==> src/include/dcr_pkg.sv <==
// Shared constants and carriers for the converter configuration register bank.
// Assumes a single 100 MHz core clock and a serial port host that sends MSB first.
package dcr_pkg;

  // Register offsets on the serial port.
  localparam logic [6:0] DCR_ADDR_TXGATE = 7'h02;
  localparam logic [6:0] DCR_ADDR_FORMAT = 7'h03;
  localparam logic [6:0] DCR_ADDR_IRQEN = 7'h04;
  localparam logic [6:0] DCR_ADDR_FLAGS = 7'h06;

  // Field positions in the transmit gate power control register.
  localparam int DCR_TXG_REF = 4;
  localparam int DCR_TXG_PLL = 3;
  localparam int DCR_TXG_DAC = 2;
  localparam int DCR_TXG_FIFO = 1;
  localparam int DCR_TXG_FILT = 0;

  // Field positions in the input data format register.
  localparam int DCR_FMT_BINARY = 7;
  localparam int DCR_FMT_QFIRST = 6;
  localparam int DCR_FMT_SWAP = 5;
  localparam int DCR_FMT_WIDTH_HI = 1;
  localparam int DCR_FMT_WIDTH_LO = 0;

  // Event positions, shared by the enable and flag registers.
  localparam int DCR_EV_PLL_LOST = 7;
  localparam int DCR_EV_PLL_LOCK = 6;
  localparam int DCR_EV_SYNC_LOST = 5;
  localparam int DCR_EV_SYNC_LOCK = 4;

  // Writable masks and reset values.
  localparam logic [7:0] DCR_TXG_MASK = 8'h1F;
  localparam logic [7:0] DCR_FMT_MASK = 8'hE3;
  localparam logic [7:0] DCR_EV_MASK = 8'hF0;
  localparam logic [7:0] DCR_RESET_VAL = 8'h00;

  // Bus width codes.
  localparam logic [1:0] DCR_WIDTH_NIBBLE = 2'h2;
  localparam logic [1:0] DCR_WIDTH_INVALID = 2'h3;

  // Serial frame: one instruction byte then one data byte.
  localparam logic [4:0] DCR_INSTR_BITS = 5'h08;
  localparam logic [4:0] DCR_FRAME_BITS = 5'h10;

  typedef struct packed {
    logic ref_pd;
    logic pll_pd;
    logic dac_pd;
    logic fifo_pd;
    logic filter_pd;
  } dcr_power_t;

  typedef struct packed {
    logic straight_binary;
    logic q_first;
    logic bit_swap;
    logic byte_mode;
    logic nibble_mode;
    logic width_invalid;
  } dcr_format_t;

endpackage : dcr_pkg

==> src/hw/dcr_bank.sv <==
// Configuration register bank with a three-wire serial port slave.
// Assumes serial pins and analog lock levels arrive asynchronously and are resynchronised here.
`timescale 1ns/1ps
module dcr_bank
  import dcr_pkg::*;
(
  input wire logic clock,
  input wire logic rst,
  input wire logic transmit_gate_pin,
  input wire logic spi_sclk,
  input wire logic spi_cs_n,
  input wire logic sdio_in,
  output logic sdio_out,
  output logic sdio_oe_n,
  input wire logic pll_lock_in,
  input wire logic sync_lock_in,
  input wire logic [15:0] data_in,
  output logic [15:0] data_ordered,
  output dcr_power_t power_down,
  output dcr_format_t format,
  output logic irq
);

  typedef enum logic [3:0] {
    DCR_ST_IDLE = 4'b0001,
    DCR_ST_INSTR = 4'b0010,
    DCR_ST_DATA = 4'b0100,
    DCR_ST_DONE = 4'b1000
  } dcr_state_t;

  // Bit reversal, used for the data port and kept as a function for reuse.
  function automatic logic [15:0] dcr_reverse(input logic [15:0] v);
    logic [15:0] r;
    r = 16'h0000;
    for (int i = 0; i < 16; i++)
    begin
      r[i] = v[15 - i];
    end
    return r;
  endfunction : dcr_reverse

  // The gate, serial and lock pins pass two flops before any logic reads them; edges of the serial clock and
  // of the lock levels are found one flop later, so no logic ever reads a metastable stage.
  localparam int DCR_ASYNC_N = 6;
  wire [DCR_ASYNC_N-1:0] async_raw = {transmit_gate_pin, spi_cs_n, sdio_in, spi_sclk, pll_lock_in, sync_lock_in};
  wire [DCR_ASYNC_N-1:0] async_sync;

  for (genvar g = 0; g < DCR_ASYNC_N; g++)
  begin : g_sync
    logic [1:0] stage_q;

    always_ff @(posedge clock)
    begin
      stage_q <= {stage_q[0], async_raw[g]};
    end

    assign async_sync[g] = stage_q[1];
  end

  wire gate_sync = async_sync[5];
  wire cs_sync = async_sync[4];
  wire sdi = async_sync[3];
  wire sclk_sync = async_sync[2];
  wire pll_lvl = async_sync[1];
  wire sync_lvl = async_sync[0];

  logic sclk_last_q;
  logic pll_prev_q;
  logic sync_prev_q;

  always_ff @(posedge clock)
  begin
    sclk_last_q <= sclk_sync;
    pll_prev_q <= pll_lvl;
    sync_prev_q <= sync_lvl;
  end

  wire gate_low = ~gate_sync;
  wire cs_active = ~cs_sync;
  wire sclk_rise = sclk_sync & ~sclk_last_q;
  wire sclk_fall = ~sclk_sync & sclk_last_q;

  // Serial frame state.
  dcr_state_t state_q;
  dcr_state_t state_d;
  logic [4:0] count_q;
  logic [7:0] shift_q;
  logic [7:0] instr_q;
  logic [7:0] rd_shift_q;
  logic sdio_out_q;
  logic drive_q;

  wire instr_done = sclk_rise & (count_q == DCR_INSTR_BITS - 5'h01);
  wire data_done = sclk_rise & (count_q == DCR_FRAME_BITS - 5'h01);
  wire [7:0] instr_full = {shift_q[6:0], sdi};
  wire [7:0] wr_data = {shift_q[6:0], sdi};
  wire is_read = instr_q[7];
  wire [6:0] frame_addr = instr_q[6:0];
  wire wr_strobe = (state_q == DCR_ST_DATA) & data_done & ~is_read;
  wire instr_capture = instr_done & (state_q == DCR_ST_INSTR);
  wire rd_step = cs_active & sclk_fall & (state_q == DCR_ST_DATA) & is_read;

  always_comb
  begin
    state_d = state_q;
    case (state_q)
      DCR_ST_IDLE:
        if (cs_active)
          state_d = DCR_ST_INSTR;
      DCR_ST_INSTR:
        if (!cs_active)
          state_d = DCR_ST_IDLE;
        else if (instr_done)
          state_d = DCR_ST_DATA;
      DCR_ST_DATA:
        if (!cs_active)
          state_d = DCR_ST_IDLE;
        else if (data_done)
          state_d = DCR_ST_DONE;
      DCR_ST_DONE:
        if (!cs_active)
          state_d = DCR_ST_IDLE;
      default:
        state_d = DCR_ST_IDLE;
    endcase
  end

  // Registers.
  logic [7:0] txg_q;
  logic [7:0] fmt_q;
  logic [7:0] ien_q;
  logic [7:0] flags_q;

  wire wr_txg = wr_strobe & (frame_addr == DCR_ADDR_TXGATE);
  wire wr_fmt = wr_strobe & (frame_addr == DCR_ADDR_FORMAT);
  wire wr_ien = wr_strobe & (frame_addr == DCR_ADDR_IRQEN);
  wire wr_flags = wr_strobe & (frame_addr == DCR_ADDR_FLAGS);

  // Read mux; unmapped addresses return zero.
  wire [6:0] rd_addr = instr_full[6:0];
  wire [7:0] rd_value = (rd_addr == DCR_ADDR_TXGATE) ? txg_q :
                        (rd_addr == DCR_ADDR_FORMAT) ? fmt_q :
                        (rd_addr == DCR_ADDR_IRQEN) ? ien_q :
                        (rd_addr == DCR_ADDR_FLAGS) ? flags_q : 8'h00;

  // Bit counter and shift register; a deselect discards a partial frame without a write.
  always_ff @(posedge clock)
  begin
    if (rst)
    begin
      state_q <= DCR_ST_IDLE;
      count_q <= 5'h00;
      shift_q <= 8'h00;
    end
    else
    begin
      state_q <= state_d;
      if (!cs_active)
      begin
        count_q <= 5'h00;
      end
      else if (sclk_rise && (state_q != DCR_ST_DONE))
      begin
        count_q <= count_q + 5'h01;
        shift_q <= {shift_q[6:0], sdi};
      end
    end
  end

  // The instruction byte is kept through the data phase, since direction and address decode from it.
  always_ff @(posedge clock)
  begin
    if (rst)
    begin
      instr_q <= 8'h00;
    end
    else if (instr_capture)
    begin
      instr_q <= instr_full;
    end
  end

  // Readback bits change on the falling serial clock so the host samples them stable.
  // The byte is taken when the instruction completes, so a flag set mid-frame cannot tear it.
  always_ff @(posedge clock)
  begin
    if (rst)
    begin
      rd_shift_q <= 8'h00;
      sdio_out_q <= 1'b0;
    end
    else if (instr_capture)
    begin
      rd_shift_q <= rd_value;
    end
    else if (rd_step)
    begin
      sdio_out_q <= rd_shift_q[7];
      rd_shift_q <= {rd_shift_q[6:0], 1'b0};
    end
  end

  always_ff @(posedge clock)
  begin
    if (rst)
    begin
      drive_q <= 1'b0;
    end
    else if (rd_step)
    begin
      drive_q <= 1'b1;
    end
    else if (!cs_active || (state_q == DCR_ST_DONE && sclk_fall))
    begin
      drive_q <= 1'b0;
    end
  end

  assign sdio_out = sdio_out_q;
  assign sdio_oe_n = ~drive_q;

  // Event detection on synchronised lock levels.
  wire pll_lost_ev = pll_prev_q & ~pll_lvl;
  wire pll_lock_ev = ~pll_prev_q & pll_lvl;
  wire sync_lost_ev = sync_prev_q & ~sync_lvl;
  wire sync_lock_ev = ~sync_prev_q & sync_lvl;
  wire [7:0] ev_set = {pll_lost_ev, pll_lock_ev, sync_lost_ev, sync_lock_ev, 4'h0};
  wire [7:0] ev_clr = wr_flags ? (wr_data & DCR_EV_MASK) : 8'h00;

  always_ff @(posedge clock)
  begin
    if (rst)
    begin
      txg_q <= DCR_RESET_VAL;
      fmt_q <= DCR_RESET_VAL;
      ien_q <= DCR_RESET_VAL;
      flags_q <= DCR_RESET_VAL;
    end
    else
    begin
      if (wr_txg)
        txg_q <= wr_data & DCR_TXG_MASK;
      if (wr_fmt)
        fmt_q <= wr_data & DCR_FMT_MASK;
      if (wr_ien)
        ien_q <= wr_data & DCR_EV_MASK;
      // A new event in the cycle of its clear stays set.
      flags_q <= ((flags_q & ~ev_clr) | ev_set) & DCR_EV_MASK;
    end
  end

  // Power-down outputs follow the gate pin once the enable bits are set; the pin is not latched,
  // so raising it ends every power-down without a register write.
  always_ff @(posedge clock)
  begin
    if (rst)
    begin
      power_down <= '0;
    end
    else
    begin
      power_down.ref_pd <= txg_q[DCR_TXG_REF] & gate_low;
      power_down.pll_pd <= txg_q[DCR_TXG_PLL] & gate_low;
      power_down.dac_pd <= txg_q[DCR_TXG_DAC] & gate_low;
      power_down.fifo_pd <= txg_q[DCR_TXG_FIFO] & gate_low;
      power_down.filter_pd <= txg_q[DCR_TXG_FILT] & gate_low;
    end
  end

  always_ff @(posedge clock)
  begin
    if (rst)
    begin
      format <= '0;
    end
    else
    begin
      format.straight_binary <= fmt_q[DCR_FMT_BINARY];
      format.q_first <= fmt_q[DCR_FMT_QFIRST];
      format.bit_swap <= fmt_q[DCR_FMT_SWAP];
      format.byte_mode <= ~fmt_q[DCR_FMT_WIDTH_HI];
      format.nibble_mode <= fmt_q[DCR_FMT_WIDTH_HI:DCR_FMT_WIDTH_LO] == DCR_WIDTH_NIBBLE;
      format.width_invalid <= fmt_q[DCR_FMT_WIDTH_HI:DCR_FMT_WIDTH_LO] == DCR_WIDTH_INVALID;
    end
  end

  // The swapped word is registered, so the data port lags its input by one cycle.
  always_ff @(posedge clock)
  begin
    if (rst)
    begin
      data_ordered <= 16'h0000;
      irq <= 1'b0;
    end
    else
    begin
      data_ordered <= fmt_q[DCR_FMT_SWAP] ? dcr_reverse(data_in) : data_in;
      irq <= |(flags_q & ien_q);
    end
  end

endmodule : dcr_bank

==> config.mk <==
export PLATFORM = sky130hd
export DESIGN_NAME = dcr_bank
export DESIGN_NICKNAME = d
export VERILOG_FILES = /design/src/include/dcr_pkg.sv /design/src/hw/dcr_bank.sv
export SDC_FILE = /design/constraint.sdc
export NUM_CORES = 1
export LEC_CHECK = 0
export ABC_AREA = 1
export BUFFER_PORTS_ARGS = -buffer_cell sky130_fd_sc_hd__clkbuf_2
export CAP_MARGIN = 25
export CELL_PAD_IN_SITES_DETAIL_PLACEMENT = 2
export CELL_PAD_IN_SITES_GLOBAL_PLACEMENT = 2
export CORE_AREA = 5 5 112 114
export CTS_BUF_LIST = sky130_fd_sc_hd__clkbuf_8
export DETAILED_ROUTE_END_ITERATION = 10
export DIE_AREA = 0 0 117 119
export GPL_ROUTABILITY_DRIVEN = 0
export PLACE_DENSITY_LB_ADDON = 0.1
export SYNTH_ARGS = -nofsm -noshare
export SYNTH_HDL_FRONTEND = slang
export SYNTH_SLANG_ARGS = --single-unit
==> constraint.sdc <==
create_clock -name clock -period 2.5 [get_ports clock]
set_clock_uncertainty 0.2 [all_clocks]
set_input_delay 0.25 -clock clock [delete_from_list [all_inputs] [get_ports clock]]
set_output_delay 0.25 -clock clock [all_outputs]
set_load 0.01 [all_outputs]
==> impl_metrics.tcl <==
set metrics [dict create \
    status "finished clean" \
    r2r_start "count_q[0]$_SDFFE_PP0P_" \
    ant_nets 0 \
    syn_inst 486 \
    seqCellArea_um2 1900 \
    grt_usage 0.175 \
    cts_inserted_buffers 9 \
    portBuffers 53 \
    fin_crit_sh 0.882 \
    post_synth_num_cell_types 36 \
    hold_path_class "reg2reg" \
    die_w_um 117 \
    grt_max_degree 52 \
    timing.hold.ws_ns 0.133 \
    drt_pass1_iterations 4 \
    min_period_ns 2.20 \
    hold_depth 0 \
    required_ns 2.56 \
    finalHoldViolations 0 \
    drv_slew 0 \
    wl_per_cell_um 15.8 \
    clock_sinks 95 \
    post_cts_buffers 0 \
    critPathMaxFanout 18 \
    n_antenna_cell 0 \
    nets 592 \
    syn_nets 512 \
    max_freq_mhz 454 \
    synth_top_family_by_area "simple AND/OR/NAND/NOR gates" \
    via_count 3519 \
    die_h_um 119 \
    grt_pass1_wl_um 19300 \
    crit_top_cell "nand2_1" \
    synth_xor_area_frac 0 \
    leakage_nw 1.95 \
    rsz0062_at_grt "no" \
    maxCapViolations 0 \
    nFillCells 1337 \
    place_hpwl_um 7770 \
    initial_core_util 0.336 \
    ios 54 \
    drtIter0Drc 183 \
    final.setup.worst_slack_ns 0.296 \
    multi_input_area_um2 1610 \
    cp_slowest_cell "dfxtp_1" \
    synth-async-reset-ratio 0 \
    r2r_end "txg_q[1]$_SDFFE_PP0P_" \
    syn_avg_cell_area_um2 7.82 \
    overflow 0 \
    clockBufferDepth 2 \
    slowest_delay_ns 0.38 \
    ys_seq_elements 95 \
    yosysWarnings 0 \
    synthToLayoutAreaGrowth_pct 23.1 \
    crit_chain "ha_1 -> nand2_1 -> nor2_1 -> ha_1 -> inv_1 -> nor2_2 -> nand3_2 -> clkinv_2 -> nand2_1 -> nand2_1 -> a21oi_1" \
    synth_edf_count 0 \
    drcViolationCount 0 \
    dieArea_um2 13900 \
    cts_tree "done" \
    worst_skew_pair.late_latency_ns 0.38 \
    dp_worst_setup_slack_ns 0.236 \
    irDropWorstVdd_v 0.000502 \
    synth_fa_ha_area_frac 0.00659 \
    min_from "g_sync[3].stage_q[0]$_DFF_P_" \
    rrSetupSlack_ns 0.30 \
    cts_htree_levels 3 \
    yosysSeqAreaShare 0.500 \
    r2r_cells 11 \
    syn_area_um2 3800 \
    clk_pin_slew_ns 0.09 \
    muxShareOfSynthArea 0 \
    drive_above_1_share 0.189 \
    rows 39 \
    synthFlopType "dfxtp_1" \
    core_area_um2 11300 \
    critPathKind "reg2reg" \
    finalSetupViolations 0 \
    antenna_found_initial 0 \
    start_kind "register" \
    cp-end-kind "register" \
    viasPerCell 4.93 \
    min_to "g_sync[3].stage_q[1]$_DFF_P_" \
    tns_ns 0 \
    grt_pass1_vias 3889 \
    synth_compound_area_frac 0.114 \
    tightest_slew_ns 0.690 \
    drt-total-wl_um 11300 \
    arrival_ns 2.26 \
    yosys.area_share.simple 0.303 \
    powerDensity_nw_per_um2 644 \
    relSlewSlack 0.536 \
    cts-root-buf "clkbuf_8" \
]
## synthesized netlist by cell type (2+ instances only)
cell	instances	area, um^2
dfxtp_1	95	1900
nand3_2	2	20.0
clkbuf_1	7	26.3
nand2_2	3	18.8
nor3_1	4	20.0
ha_1	2	25.0
a21oi_2	4	35.0
a21oi_1	36	180
buf_1	3	11.3
nor2_4	5	56.3
or2_2	2	12.5
inv_1	41	154
buf_4	3	22.5
nor2_2	7	43.8
inv_2	4	15.0
o21ai_0	34	170
buf_6	4	45.0
nand2_1	80	300
nand4_1	10	62.6
nand3_1	47	235
nor2_1	77	289
nor3_2	2	20.0
## report_power, final
group / leakage (nW) / internal [mW] / switching [mW]
Combinational: 1.08 / 0.143 / 0.224
Clock: 0.0875 / 0.461 / 0.566
Sequential: 0.778 / 1.57 / 0.0454
## routing by layer
metal,vias to the layer above,track usage,share of wire
li1,1735,-,-
met1,1738,0.207,0.44
met2,35,0.313,0.52
met3,11,0.0472,0.026
met4,0,0.0423,0.013
met5,-,0,0
## layout make-up
cell class	instances	area share
inverter	46	0.0372
tap	143	0.0382
clock buffer	9	0.0265
timing repair buffer	88	0.132
sequential	95	0.407
multi-input combinational	326	0.344
clock inverter	7	0.0158
## kinds of logic (layout without fill, tap and decap cells)
| group | after synthesis | after routing |
|---|---|---|
| simple gates | 244 | 244 |
| flops | 95 | 95 |
| compound gates | 80 | 80 |
| buf+inv | 65 | 150 |
| fa+ha+maj | 2 | 2 |
## state kept, by name, summed over array words and instances, names as in the netlist
| register | count |
|---|---|
| count_q | 5 |
| data_ordered | 16 |
| drive_q | 1 |
| flags_q | 4 |
| fmt_q | 5 |
| format | 6 |
| g_sync.stage_q | 12 |
| ien_q | 4 |
| instr_q | 8 |
| irq | 1 |
| pll_prev_q | 1 |
| power_down | 5 |
| rd_shift_q | 8 |
| sclk_last_q | 1 |
| sdio_out | 1 |
| shift_q | 7 |
| state_q | 4 |
| sync_prev_q | 1 |
| txg_q | 5 |
## critical path: cells and delay by family (launching register included)
family | cells | cell delay [ns]
and+or+nand+nor | 6 | 0.80
DFF | 1 | 0.38
adders and majority gates | 2 | 0.34
buffers and inverters | 2 | 0.28
AOI/OAI and AO/OA | 1 | 0.07
## placed cells by master (no fill, tap or decap), drive strengths merged, types with 2 or more instances in the layout
| cell | count |
|---|---|
| dlygate4sd3 | 30 |
| a21oi | 40 |
| nor2 | 89 |
| nor3 | 7 |
| clkinvlp | 4 |
| clkinv | 4 |
| nand3 | 50 |
| o21ai | 34 |
| inv | 44 |
| or2 | 2 |
| nand2 | 84 |
| clkbuf | 62 |
| buf | 5 |
| ha | 2 |
| dfxtp | 95 |
| nand4 | 10 |
## worst max-delay path by stage
stage | from | endpoint | slack [ns] | cells past startpoint
finish | count_q[0]$_SDFFE_PP0P_ | txg_q[1]$_SDFFE_PP0P_ | 0.30 | 11
CTS | count_q[1]$_SDFFE_PP0P_ | txg_q[0]$_SDFFE_PP0P_ | 0.19 | 11
global placement | count_q[0]$_SDFFE_PP0P_ | txg_q[4]$_SDFFE_PP0P_ | 0.35 | 11
floorplan | count_q[0]$_SDFFE_PP0P_ | ien_q[6]$_SDFFE_PP0P_ | 0.65 | 12
global route | count_q[1]$_SDFFE_PP0P_ | txg_q[0]$_SDFFE_PP0P_ | 0.04 | 11
detailed placement | count_q[1]$_SDFFE_PP0P_ | txg_q[0]$_SDFFE_PP0P_ | 0.24 | 11
## repair_timing
item | 4_1_cts | 5_1_grt
endpoints found under the setup margin | 0 | 5
hold buffers | 30 | 0
endpoints found under the hold margin | 22 | 0
resized for setup | 0 | 1
## through the flow
stage	std cells	total power, mW	instance area, um^2	utilization
final	714	3.01	4680	0.413
after global routing	714	3.19	4680	0.413
after CTS	714	3.07	4680	0.413
after detailed placement	668	1.98	4180	0.369
after global placement	668	1.97	4180	0.369
after floorplan	486	1.87	3800	-
Power figures use the tool's default switching activity.
